**src/core/avmd_defs.svh**
```systemverilog
// Register offsets, field positions, reset values and timing counts
`ifndef AVMD_DEFS_SVH
`define AVMD_DEFS_SVH
`define AVMD_CTRL_OFS        4'h0
`define AVMD_THRESH_OFS      4'h4
`define AVMD_STATUS_OFS      4'h8
`define AVMD_VOL_LSB         0
`define AVMD_FADE_LSB        8
`define AVMD_MUTE_BIT        11
`define AVMD_POL_BIT         12
`define AVMD_TYPE_BIT        13
`define AVMD_OPMODE_LSB      14
`define AVMD_PGA_LSB         16
`define AVMD_SOUND_LSB       0
`define AVMD_SILENCE_LSB     4
`define AVMD_CTRL_RST        32'h0003_0000
`define AVMD_CTRL_MASK       32'h0007_ffff
`define AVMD_THRESH_RST      32'h0000_0000
`define AVMD_THRESH_MASK     32'h0000_00ff
`define AVMD_HPF_SHIFT       12
`define AVMD_GAIN_INF        8'hff
`define AVMD_FADE_DIRECT     3'h7
`define AVMD_OPMODE_LOWRATE  2'h2
`define AVMD_HOLDOFF_SAMPLES 32768
`define AVMD_DET_WINDOW      256
`endif

```
**src/core/avmd_pkg.sv**
```systemverilog
// Shared types of the volume and presence detection block
`default_nettype none
package avmd_pkg;
    typedef logic signed [23:0] avmd_sample_type;
    typedef enum logic [1:0] {FADE_IDLE, FADE_DOWN, FADE_UP} avmd_fade_type;
endpackage
`default_nettype wire

```
**src/core/avmd_smp_if.sv**
```systemverilog
// Stereo sample stream between the block's stages
`default_nettype none
interface avmd_smp_if;
    logic                      valid;
    avmd_pkg::avmd_sample_type left;
    avmd_pkg::avmd_sample_type right;
    modport src (output valid, output left, output right);
    modport dst (input valid, input left, input right);
endinterface
`default_nettype wire

```
**src/core/avmd_hpf.sv**
```systemverilog
// DC-cancelling first-order high-pass filter for both channels
`include "avmd_defs.svh"
`default_nettype none
module avmd_hpf #(
    parameter int SHIFT = `AVMD_HPF_SHIFT
) (
    // Clock and reset
    input wire logic sys_clk,
    input wire logic nrst,
    // Streams
    avmd_smp_if.dst  din,
    avmd_smp_if.src  dout
);
    localparam int FRAC = 12;
    if (SHIFT < 4 || SHIFT > FRAC) begin : g_bad_shift
        $error("HPF shift out of range");
    end
    avmd_pkg::avmd_sample_type x_in [2];
    avmd_pkg::avmd_sample_type y_out [2];
    logic                      vld_reg;
    assign x_in[0] = din.left;
    assign x_in[1] = din.right;
    // Corner is fs / (2 pi 2^SHIFT): 1.87 Hz at 48 kHz, tracks fs
    for (genvar c = 0; c < 2; c++) begin : g_ch
        logic signed [36:0] dc_reg, dc_next;
        logic signed [37:0] diff;
        logic signed [24:0] y_full;
        logic signed [23:0] y_reg, y_next;
        always_comb begin
            diff    = (38'(x_in[c]) <<< FRAC) - 38'(dc_reg);
            dc_next = din.valid ? dc_reg + 37'(diff >>> SHIFT) : dc_reg;
            y_full  = 25'(x_in[c]) - 25'(dc_reg >>> FRAC);
            y_next  = y_reg;
            if (din.valid) begin
                if (y_full > 25'sh07fffff) begin
                    y_next = 24'sh7fffff;
                end else if (y_full < -25'sh0800000) begin
                    y_next = -24'sh800000;
                end else begin
                    y_next = y_full[23:0];
                end
            end
        end
        always_ff @(posedge sys_clk or negedge nrst) begin
            if (!nrst) begin
                dc_reg <= '0;
                y_reg  <= '0;
            end else begin
                dc_reg <= dc_next;
                y_reg  <= y_next;
            end
        end
        assign y_out[c] = y_reg;
    end
    always_ff @(posedge sys_clk or negedge nrst) begin
        if (!nrst) begin
            vld_reg <= 1'b0;
        end else begin
            vld_reg <= din.valid;
        end
    end
    assign dout.valid = vld_reg;
    assign dout.left  = y_out[0];
    assign dout.right = y_out[1];
endmodule
`default_nettype wire

```
**src/core/avmd_gain.sv**
```systemverilog
// Digital volume: 0.25 dB per code on both channels, zero at full attenuation
`include "avmd_defs.svh"
`default_nettype none
module avmd_gain (
    // Clock and reset
    input wire logic       sys_clk,
    input wire logic       nrst,
    // Applied gain code
    input wire logic [7:0] gain_code,
    // Streams
    avmd_smp_if.dst        din,
    avmd_smp_if.src        dout
);
    // 10^(-0.25 r / 20) in Q16; each 24 codes halve the gain by a shift
    localparam logic [16:0] MANT [24] = '{
        17'h10000, 17'h0f8bd, 17'h0f1ae, 17'h0ead3, 17'h0e429, 17'h0ddb0,
        17'h0d766, 17'h0d149, 17'h0cb59, 17'h0c594, 17'h0bff9, 17'h0ba87,
        17'h0b53c, 17'h0b017, 17'h0ab18, 17'h0a63e, 17'h0a186, 17'h09cf1,
        17'h0987d, 17'h09429, 17'h08ff5, 17'h08be0, 17'h087e8, 17'h0840d};
    logic [7:0]                octave;
    logic [7:0]                step;
    avmd_pkg::avmd_sample_type x_in [2];
    avmd_pkg::avmd_sample_type y_out [2];
    logic                      vld_reg;
    assign octave  = gain_code / 8'h18;
    assign step    = gain_code % 8'h18;
    assign x_in[0] = din.left;
    assign x_in[1] = din.right;
    for (genvar c = 0; c < 2; c++) begin : g_ch
        logic signed [41:0] prod, sc;
        logic signed [23:0] y_reg, y_next;
        always_comb begin
            prod   = 42'(x_in[c]) * 42'($signed({1'b0, MANT[step[4:0]]}));
            sc     = prod >>> (16 + int'(octave));
            y_next = y_reg;
            if (din.valid) begin
                if (gain_code == `AVMD_GAIN_INF) begin
                    y_next = '0;
                end else if (sc > 42'sh7fffff) begin
                    y_next = 24'sh7fffff;
                end else if (sc < -42'sh800000) begin
                    y_next = -24'sh800000;
                end else begin
                    y_next = sc[23:0];
                end
            end
        end
        always_ff @(posedge sys_clk or negedge nrst) begin
            if (!nrst) begin
                y_reg <= '0;
            end else begin
                y_reg <= y_next;
            end
        end
        assign y_out[c] = y_reg;
    end
    always_ff @(posedge sys_clk or negedge nrst) begin
        if (!nrst) begin
            vld_reg <= 1'b0;
        end else begin
            vld_reg <= din.valid;
        end
    end
    assign dout.valid = vld_reg;
    assign dout.left  = y_out[0];
    assign dout.right = y_out[1];
endmodule
`default_nettype wire

```
**src/core/avmd_volume_detect.sv**
```systemverilog
// Volume, soft mute and presence detection stage behind the stereo converter
////////////////////////////////////////////////////////////////////////////
// Behaviour
// - High-pass removes DC, corner scales with fs
// - Volume code: 0.25 dB steps, FFh silences
// - Volume changes ramp in 0.25 dB steps
// - Fade pace 1,2,4,8,16 samples or direct
// - Soft mute ramps down, then outputs zero
// - Mute released mid-ramp: gain ramps back up
// - Mute set mid-release: ramps back down
// - Detect only while converter is running
// - Type bit picks sound or silence detection
// - Sound threshold -60 to -30 dBFS, 2 dB
// - Silence threshold: own field, same range
// - Judge filtered samples; pin and status bit
// - Sound mode: flag high above threshold
// - Silence mode: flag low below threshold
// - Polarity bit inverts pin; status mirrors pin
// - Flag low whenever converter is stopped
// - Front-end gain -4.5 to +6 dB, 1.5 dB
// - Result held off 32768 samples after start
////////////////////////////////////////////////////////////////////////////
`include "avmd_defs.svh"
`default_nettype none
module avmd_volume_detect #(
    parameter int HOLDOFF_SAMPLES = `AVMD_HOLDOFF_SAMPLES,
    parameter int DET_WINDOW      = `AVMD_DET_WINDOW
) (
    // Clock and reset
    input  wire logic        sys_clk,
    input  wire logic        nrst,
    // Avalon-MM slave
    input  wire logic [3:0]  avs_address,
    input  wire logic        avs_read,
    input  wire logic        avs_write,
    input  wire logic [31:0] avs_writedata,
    input  wire logic [3:0]  avs_byteenable,
    output logic [31:0]      avs_readdata,
    output logic             avs_waitrequest,
    // Converter side
    input  wire logic        conv_active,
    input  wire logic        adc_valid,
    input  wire logic [23:0] adc_left,
    input  wire logic [23:0] adc_right,
    output logic [1:0]       converter_operation_mode,
    output logic [2:0]       frontend_gain_select,
    // Serial output side
    output logic             out_valid,
    output logic [23:0]      out_left,
    output logic [23:0]      out_right,
    // Flag pin
    output logic             presence_flag_out
);
    localparam int HW = $clog2(HOLDOFF_SAMPLES + 1);
    localparam int WW = $clog2(DET_WINDOW);
    // Linear full-scale levels for -60 .. -30 dBFS in 2 dB steps
    localparam logic [23:0] THR_LEVEL [16] = '{
        24'h0020c5, 24'h002941, 24'h0033ef, 24'h004162,
        24'h00524f, 24'h00679f, 24'h008274, 24'h00a43b,
        24'h00cec1, 24'h010449, 24'h0147ae, 24'h019c86,
        24'h020756, 24'h028dd0, 24'h03371d, 24'h040c37};

    if (HOLDOFF_SAMPLES < 1 || DET_WINDOW < 2
        || (DET_WINDOW & (DET_WINDOW - 1)) != 0) begin : g_bad_param
        $error("Detector hold-off or window not supported");
    end

    ////////////////////////////////////////////////////////////////////////
    // Declarations
    logic [31:0]             ctrl_reg, ctrl_next;
    logic [31:0]             thr_reg, thr_next;
    logic [31:0]             rdata_reg, rdata_next;
    logic                    rack_reg, rack_next;
    logic [31:0]             status;
    logic [7:0]              vol;
    logic [2:0]              fade;
    logic                    mute;
    logic                    pol;
    logic                    dtype;
    logic [1:0]              opmode;
    logic [7:0]              gain_reg, gain_next;
    logic [7:0]              target;
    logic [3:0]              pace_reg, pace_next;
    logic [4:0]              period;
    avmd_pkg::avmd_fade_type fst_reg, fst_next;
    logic [HW-1:0]           hold_reg, hold_next;
    logic [WW-1:0]           win_reg, win_next;
    logic                    above_reg, above_next;
    logic                    dec_reg, dec_next;
    logic                    flag_reg, flag_next;
    logic                    hold_done;
    logic                    hit;
    logic                    lowrate_silence;
    logic [23:0]             abs_l, abs_r, thr_lvl;

    avmd_smp_if s_in ();
    avmd_smp_if s_hpf ();
    avmd_smp_if s_out ();

    ////////////////////////////////////////////////////////////////////////
    // Sample path: filter, then volume
    assign s_in.valid = adc_valid && conv_active;
    assign s_in.left  = adc_left;
    assign s_in.right = adc_right;

    avmd_hpf u_hpf (
        .sys_clk (sys_clk),
        .nrst    (nrst),
        .din     (s_in),
        .dout    (s_hpf)
    );

    avmd_gain u_gain (
        .sys_clk   (sys_clk),
        .nrst      (nrst),
        .gain_code (gain_reg),
        .din       (s_hpf),
        .dout      (s_out)
    );

    assign out_valid = s_out.valid;
    assign out_left  = s_out.left;
    assign out_right = s_out.right;

    ////////////////////////////////////////////////////////////////////////
    // Register file and bus
    function automatic logic [31:0] merge(input logic [31:0] old,
                                          input logic [31:0] wd,
                                          input logic [3:0]  be,
                                          input logic [31:0] mask);
        logic [31:0] r;
        r = old;
        for (int b = 0; b < 4; b++) begin
            if (be[b]) begin
                r[8*b +: 8] = wd[8*b +: 8];
            end
        end
        return r & mask;
    endfunction

    assign vol    = ctrl_reg[`AVMD_VOL_LSB +: 8];
    assign fade   = ctrl_reg[`AVMD_FADE_LSB +: 3];
    assign mute   = ctrl_reg[`AVMD_MUTE_BIT];
    assign pol    = ctrl_reg[`AVMD_POL_BIT];
    assign dtype  = ctrl_reg[`AVMD_TYPE_BIT];
    assign opmode = ctrl_reg[`AVMD_OPMODE_LSB +: 2];
    assign status = {15'h0000, dec_reg, gain_reg, 4'h0, fst_reg, hold_done, flag_reg};

    always_comb begin
        ctrl_next  = ctrl_reg;
        thr_next   = thr_reg;
        rdata_next = rdata_reg;
        rack_next  = avs_read && !rack_reg;
        if (avs_write) begin
            if (avs_address == `AVMD_CTRL_OFS) begin
                ctrl_next = merge(ctrl_reg, avs_writedata, avs_byteenable, `AVMD_CTRL_MASK);
            end else if (avs_address == `AVMD_THRESH_OFS) begin
                thr_next = merge(thr_reg, avs_writedata, avs_byteenable, `AVMD_THRESH_MASK);
            end
        end
        // One wait state on reads so that read data come from a flip-flop
        if (avs_read && !rack_reg) begin
            if (avs_address == `AVMD_CTRL_OFS) begin
                rdata_next = ctrl_reg;
            end else if (avs_address == `AVMD_THRESH_OFS) begin
                rdata_next = thr_reg;
            end else if (avs_address == `AVMD_STATUS_OFS) begin
                rdata_next = status;
            end else begin
                rdata_next = 32'h0000_0000;
            end
        end
    end

    always_ff @(posedge sys_clk or negedge nrst) begin
        if (!nrst) begin
            ctrl_reg  <= `AVMD_CTRL_RST;
            thr_reg   <= `AVMD_THRESH_RST;
            rdata_reg <= 32'h0000_0000;
            rack_reg  <= 1'b0;
        end else begin
            ctrl_reg  <= ctrl_next;
            thr_reg   <= thr_next;
            rdata_reg <= rdata_next;
            rack_reg  <= rack_next;
        end
    end

    assign avs_waitrequest          = avs_read && !rack_reg;
    assign avs_readdata             = rdata_reg;
    assign converter_operation_mode = opmode;
    assign frontend_gain_select     = ctrl_reg[`AVMD_PGA_LSB +: 3];

    ////////////////////////////////////////////////////////////////////////
    // Fade engine: applied code walks one step per pace toward target, or jumps to it when fade is direct
    assign target = mute ? `AVMD_GAIN_INF : vol;

    always_comb begin
        case (fade)
            3'h0: period = 5'h01;
            3'h1: period = 5'h02;
            3'h2: period = 5'h04;
            3'h3: period = 5'h08;
            default: period = 5'h10;
        endcase
    end

    always_comb begin
        gain_next = gain_reg;
        pace_next = pace_reg;
        fst_next  = avmd_pkg::FADE_IDLE;
        if (gain_reg < target) begin
            fst_next = avmd_pkg::FADE_DOWN;
        end else if (gain_reg > target) begin
            fst_next = avmd_pkg::FADE_UP;
        end
        // Target is re-read each step, so a mute toggle reverses mid-ramp
        if (gain_reg == target) begin
            pace_next = 4'h0;
        end else if (s_hpf.valid) begin
            if (fade == `AVMD_FADE_DIRECT) begin
                gain_next = target;
                pace_next = 4'h0;
            end else if ({1'b0, pace_reg} + 5'h01 >= period) begin
                pace_next = 4'h0;
                if (gain_reg < target) begin
                    gain_next = gain_reg + 8'h01;
                end else begin
                    gain_next = gain_reg - 8'h01;
                end
            end else begin
                pace_next = pace_reg + 4'h1;
            end
        end
    end

    always_ff @(posedge sys_clk or negedge nrst) begin
        if (!nrst) begin
            gain_reg <= 8'h00;
            pace_reg <= 4'h0;
            fst_reg  <= avmd_pkg::FADE_IDLE;
        end else begin
            gain_reg <= gain_next;
            pace_reg <= pace_next;
            fst_reg  <= fst_next;
        end
    end

    ////////////////////////////////////////////////////////////////////////
    // Presence detector on filtered samples
    // A windowed peak avoids the flag chattering at zero crossings
    assign abs_l     = s_hpf.left[23] ? 24'(-s_hpf.left) : 24'(s_hpf.left);
    assign abs_r     = s_hpf.right[23] ? 24'(-s_hpf.right) : 24'(s_hpf.right);
    assign thr_lvl   = dtype ? THR_LEVEL[thr_reg[`AVMD_SOUND_LSB +: 4]]
                             : THR_LEVEL[thr_reg[`AVMD_SILENCE_LSB +: 4]];
    assign hit       = (abs_l > thr_lvl) || (abs_r > thr_lvl);
    assign hold_done = hold_reg == HW'(HOLDOFF_SAMPLES);
    // Silence detection has no low-rate form
    assign lowrate_silence = !dtype && opmode == `AVMD_OPMODE_LOWRATE;

    always_comb begin
        hold_next  = hold_reg;
        win_next   = win_reg;
        above_next = above_reg;
        dec_next   = dec_reg;
        if (!conv_active) begin
            hold_next  = '0;
            win_next   = '0;
            above_next = 1'b0;
            dec_next   = 1'b0;
        end else if (s_hpf.valid) begin
            if (!hold_done) begin
                hold_next = hold_reg + 1'b1;
            end else if (win_reg == WW'(DET_WINDOW - 1)) begin
                dec_next   = above_reg || hit;
                win_next   = '0;
                above_next = 1'b0;
            end else begin
                win_next   = win_reg + 1'b1;
                above_next = above_reg || hit;
            end
        end
        if (lowrate_silence) begin
            dec_next = 1'b0;
        end
        flag_next = conv_active ? dec_reg ^ pol : 1'b0;
    end

    always_ff @(posedge sys_clk or negedge nrst) begin
        if (!nrst) begin
            hold_reg  <= '0;
            win_reg   <= '0;
            above_reg <= 1'b0;
            dec_reg   <= 1'b0;
            flag_reg  <= 1'b0;
        end else begin
            hold_reg  <= hold_next;
            win_reg   <= win_next;
            above_reg <= above_next;
            dec_reg   <= dec_next;
            flag_reg  <= flag_next;
        end
    end

    assign presence_flag_out = flag_reg;
endmodule
`default_nettype wire

```
**config.mk**
```make
export PLATFORM = sky130hd
export DESIGN_NAME = avmd_volume_detect
export DESIGN_NICKNAME = d
export VERILOG_FILES = /design/src/core/avmd_pkg.sv /design/src/core/avmd_smp_if.sv /design/src/core/avmd_hpf.sv /design/src/core/avmd_gain.sv /design/src/core/avmd_volume_detect.sv
export VERILOG_INCLUDE_DIRS = /design/src /design/src/core
export SDC_FILE = /design/constraint.sdc
export NUM_CORES = 2
export LEC_CHECK = 0
export BUFFER_PORTS_ARGS = -buffer_cell sky130_fd_sc_hd__buf_2
export CORE_MARGIN = 2
export CORE_UTILIZATION = 45
export DETAILED_ROUTE_END_ITERATION = 10
export GPL_ROUTABILITY_DRIVEN = 0
export GPL_TIMING_DRIVEN = 0
export SLEW_MARGIN = 20
export SYNTH_ARGS = -nofsm -noshare
export SYNTH_HDL_FRONTEND = slang
export SYNTH_SLANG_ARGS = --single-unit
```
**constraint.sdc**
```tcl
create_clock -name sys_clk -period 10.61 [get_ports sys_clk]
set_clock_uncertainty 0.05 [all_clocks]
set_input_delay 1.061 -clock sys_clk [delete_from_list [all_inputs] [get_ports sys_clk]]
set_output_delay 1.061 -clock sys_clk [all_outputs]
set_load 0.05 [all_outputs]
```
==> summary.md <==
| Metric | Value |
|---|---|
| Layout cells sized above 1 | `14.6%` |
| Routed Antenna Nets | `0` |
| Area grow syn2layout | `16.7%` |
| Tcrit/Tclk final | `102%` |
| GRT Max-Usage Layer | `met2` |
| Final wirelength | `200000 µm` |
| Yosys warnings | `0` |
| DR vias/cell | `5.77` |
| TritonCTS clock tree | `done` |
| Routing usage on met2 | `49.5%` |
| Met3 usage | `7.10%` |
| Top cells by instance count after synthesis | `inv_1 (1072), nand2_1 (813), fa_1 (803), ha_1 (405)` |
| HP Class | `primary input to async pin` |
| First-pass GRT wire length | `305000 µm` |
| FFs w/ async S/R, synth | `100%` |
| Actual slew at the worst max-slew pin | `1.24 ns` |
| Initial Utilization | `45.3%` |
| Total Routing Usage GR | `31.6%` |
| Hold Fails Final Rpt | `0` |
| Status | `complete, but fails checks` |
| Worst r2r src | `gain_reg[2]` |
| Most numerous cell in the Yosys netlist | `inv_1` |
| Failing checks | `setup timing` |
| CTS max path bufs | `3` |
| Initial antenna violation count | `7` |
| Ys flop type | `dfrtp_1` |
| TritonCTS Sinks | `260` |
| Final net count | `8301` |
| Relative slew slack | `17.0%` |
| Post-synth top area cell | `fa_1` |
| Initial DRC count | `4677` |
| Hpwl dp | `158000 µm` |
| Synth cell types | `102` |
| RSZ-0062 raised after global routing | `true` |
| Mean Syn Cell Area | `8.32 µm²` |
| Post-layout util | `52.9%` |
| Global route overflow | `0` |
| Critical path's slowest cell | `or4b_4` |
| Fmax | `0.0927 GHz` |
| Pins Over Slew Limit | `0` |
| Post-Synthesis Cell Area | `0.0551 mm²` |
| Crit-path most repeated cell | `fa_1` |
| Final WS setup | `-0.178 ns` |
| WP data arrival | `11.25 ns` |
| Fillers | `11450` |
| PortBufs | `153` |
| Top cells by area, synth | `fa_1 (29%), dfrtp_1 (12%), ha_1 (9.2%)` |
| Cells after Synth | `6616` |
| Setup-failing EPs final | `7` |
| Largest net degree at the start of global routing | `92` |
| CP endpoint kind | `flip-flop` |
| Die span in y | `354 µm` |
| Die Wd | `354 µm` |
| CTS H-tree lvls | `2` |
| Reg2reg setup slack | `-0.18 ns` |
| CP Max Fanout | `8` |
| Crit start category | `flip-flop` |
| Core Box Area | `0.122 mm²` |
| Post-synth EDFFs | `0` |
| FF+latch count, synth | `260` |
| Max cap viols | `0` |
| Die area | `0.125 mm²` |
| First-pass detailed-route iteration total | `6` |
| Vias in the first global route | `50122` |
| Total number of vias | `49889` |
| IO Pins | `182` |
| Std-Cell Rows | `128` |
| WL/cell | `23.1 µm` |
| Met1 Use GR | `41.3%` |
| Critical Path RT | `11.07 ns` |
| CP Class | `flip-flop to flip-flop` |
| Largest register FFs | `74` |
| Root Buffer | `clkbuf_16` |
| Clock Pin Slew Worst Setup and Hold Paths | `0.06 ns` |
| Inserted Clock Buffers | `34` |
| Clock latency on the worst-skew pair | `0.60 ns` |
| Critical path origin | `gain_reg[2]` |
| DRC Markers | `0` |
| Synth top area share | `29.2%` |
| Critical Path Max Stage Delay | `0.57 ns` |
| Seq/Total Area, Yosys | `11.8%` |
| Minimum clock period after layout | `10.79 ns` |
worst max-delay path, delay by kind of cell (launching register included):
kind	cells	cell delay (ns)
adders and majority gates	8	3.55
AOI/OAI and AO/OA	13	3.23
and+or+nand+nor	6	1.64
buffers and inverters	11	1.32
DFF	1	0.39
xor gates and xnor gates	1	0.30
muxes	1	0.21
layer usage:
layer  up-vias  part of all wire [%]
met5         -                 0.014
met4         4                   6.3
met3       656                   9.3
met2      2465                    44
met1     24527                    40
li1      22237                     -
cell usage in the layout (no fill, tap or decap), types with 60 or more instances in the layout:
master	count
buf_2	168
nor3_1	69
nand2_1	805
nor2_1	313
xnor2_1	157
buf_4	196
fa_1	767
xor2_1	90
ha_1	353
dfrtp_1	255
a21o_1	121
and3_1	83
clkbuf_1	239
a21oi_1	287
nor2b_1	60
and2_1	302
inv_1	1039
nand3_1	72
o21ai_0	278
path summary, 6_finish.rpt:
check                                           endpoint  cells after the start
worst max-delay path                u_gain.dout.left[12]                     40
worst max register to register      u_gain.dout.left[12]                     40
worst min register to register          avs_readdata[18]                      2
worst min-delay path            u_hpf.g_ch[0].dc_reg[28]                      2
max in group asynchronous           u_gain.dout.right[3]                      3
min in group sys_clk                    avs_readdata[18]                      2
cells by family after synthesis:
logic type	synth area share [%]
adders and majority gates	38.9
and+or+nand+nor	17.6
AOI/OAI and AO/OA	15.3
other	0.00681
buffers and inverters	10.4
xor gates and xnor gates	4.23
DFF	11.8
muxes	1.78
layout make-up:
cell class                 count  area (µm²)  area share, %
inverter                    1076        4050           6.30
clock inverter                17         320          0.498
multi-input combinational   4893       45400           70.7
buffer                       370        2240           3.49
sequential                   260        6510           10.1
antenna                        4        10.0         0.0156
timing repair buffer         364        2730           4.25
tap                         1625        2030           3.16
clock buffer                  42         921           1.43
repair_timing:
| item | 4_1_cts | 5_1_grt |
|---|---|---|
| buffers inserted | 87 | 111 |
| hold buffers | 0 | 0 |
| gates cloned | 5 | 3 |
| endpoints found under the setup margin | 48 | 48 |
| pin swaps | 98 | 146 |
| resized for setup | 466 | 375 |
per-stage QoR:
step | area [µm²] | worst slack (ns) | cells | TNS, ns | hold slack [ns]
after global routing | 64300 | -0.262 | 8647 | -4.16 | 0.418
final | 64300 | -0.178 | 8651 | -0.301 | 0.383
after detailed placement | 58000 | -2.78 | 8412 | -121.14 | 0.409
after floorplan | 55100 | 0.00189 | 6628 | 0 | 0.302
after CTS | 61900 | -0.0574 | 8544 | -0.197 | 0.383
after global placement | 57900 | -3.21 | 8406 | -140.28 | 0.405
Power is left out: the tool's default activity adds up to more than one toggle a clock period on the data nets, which glitch-free logic cannot reach.
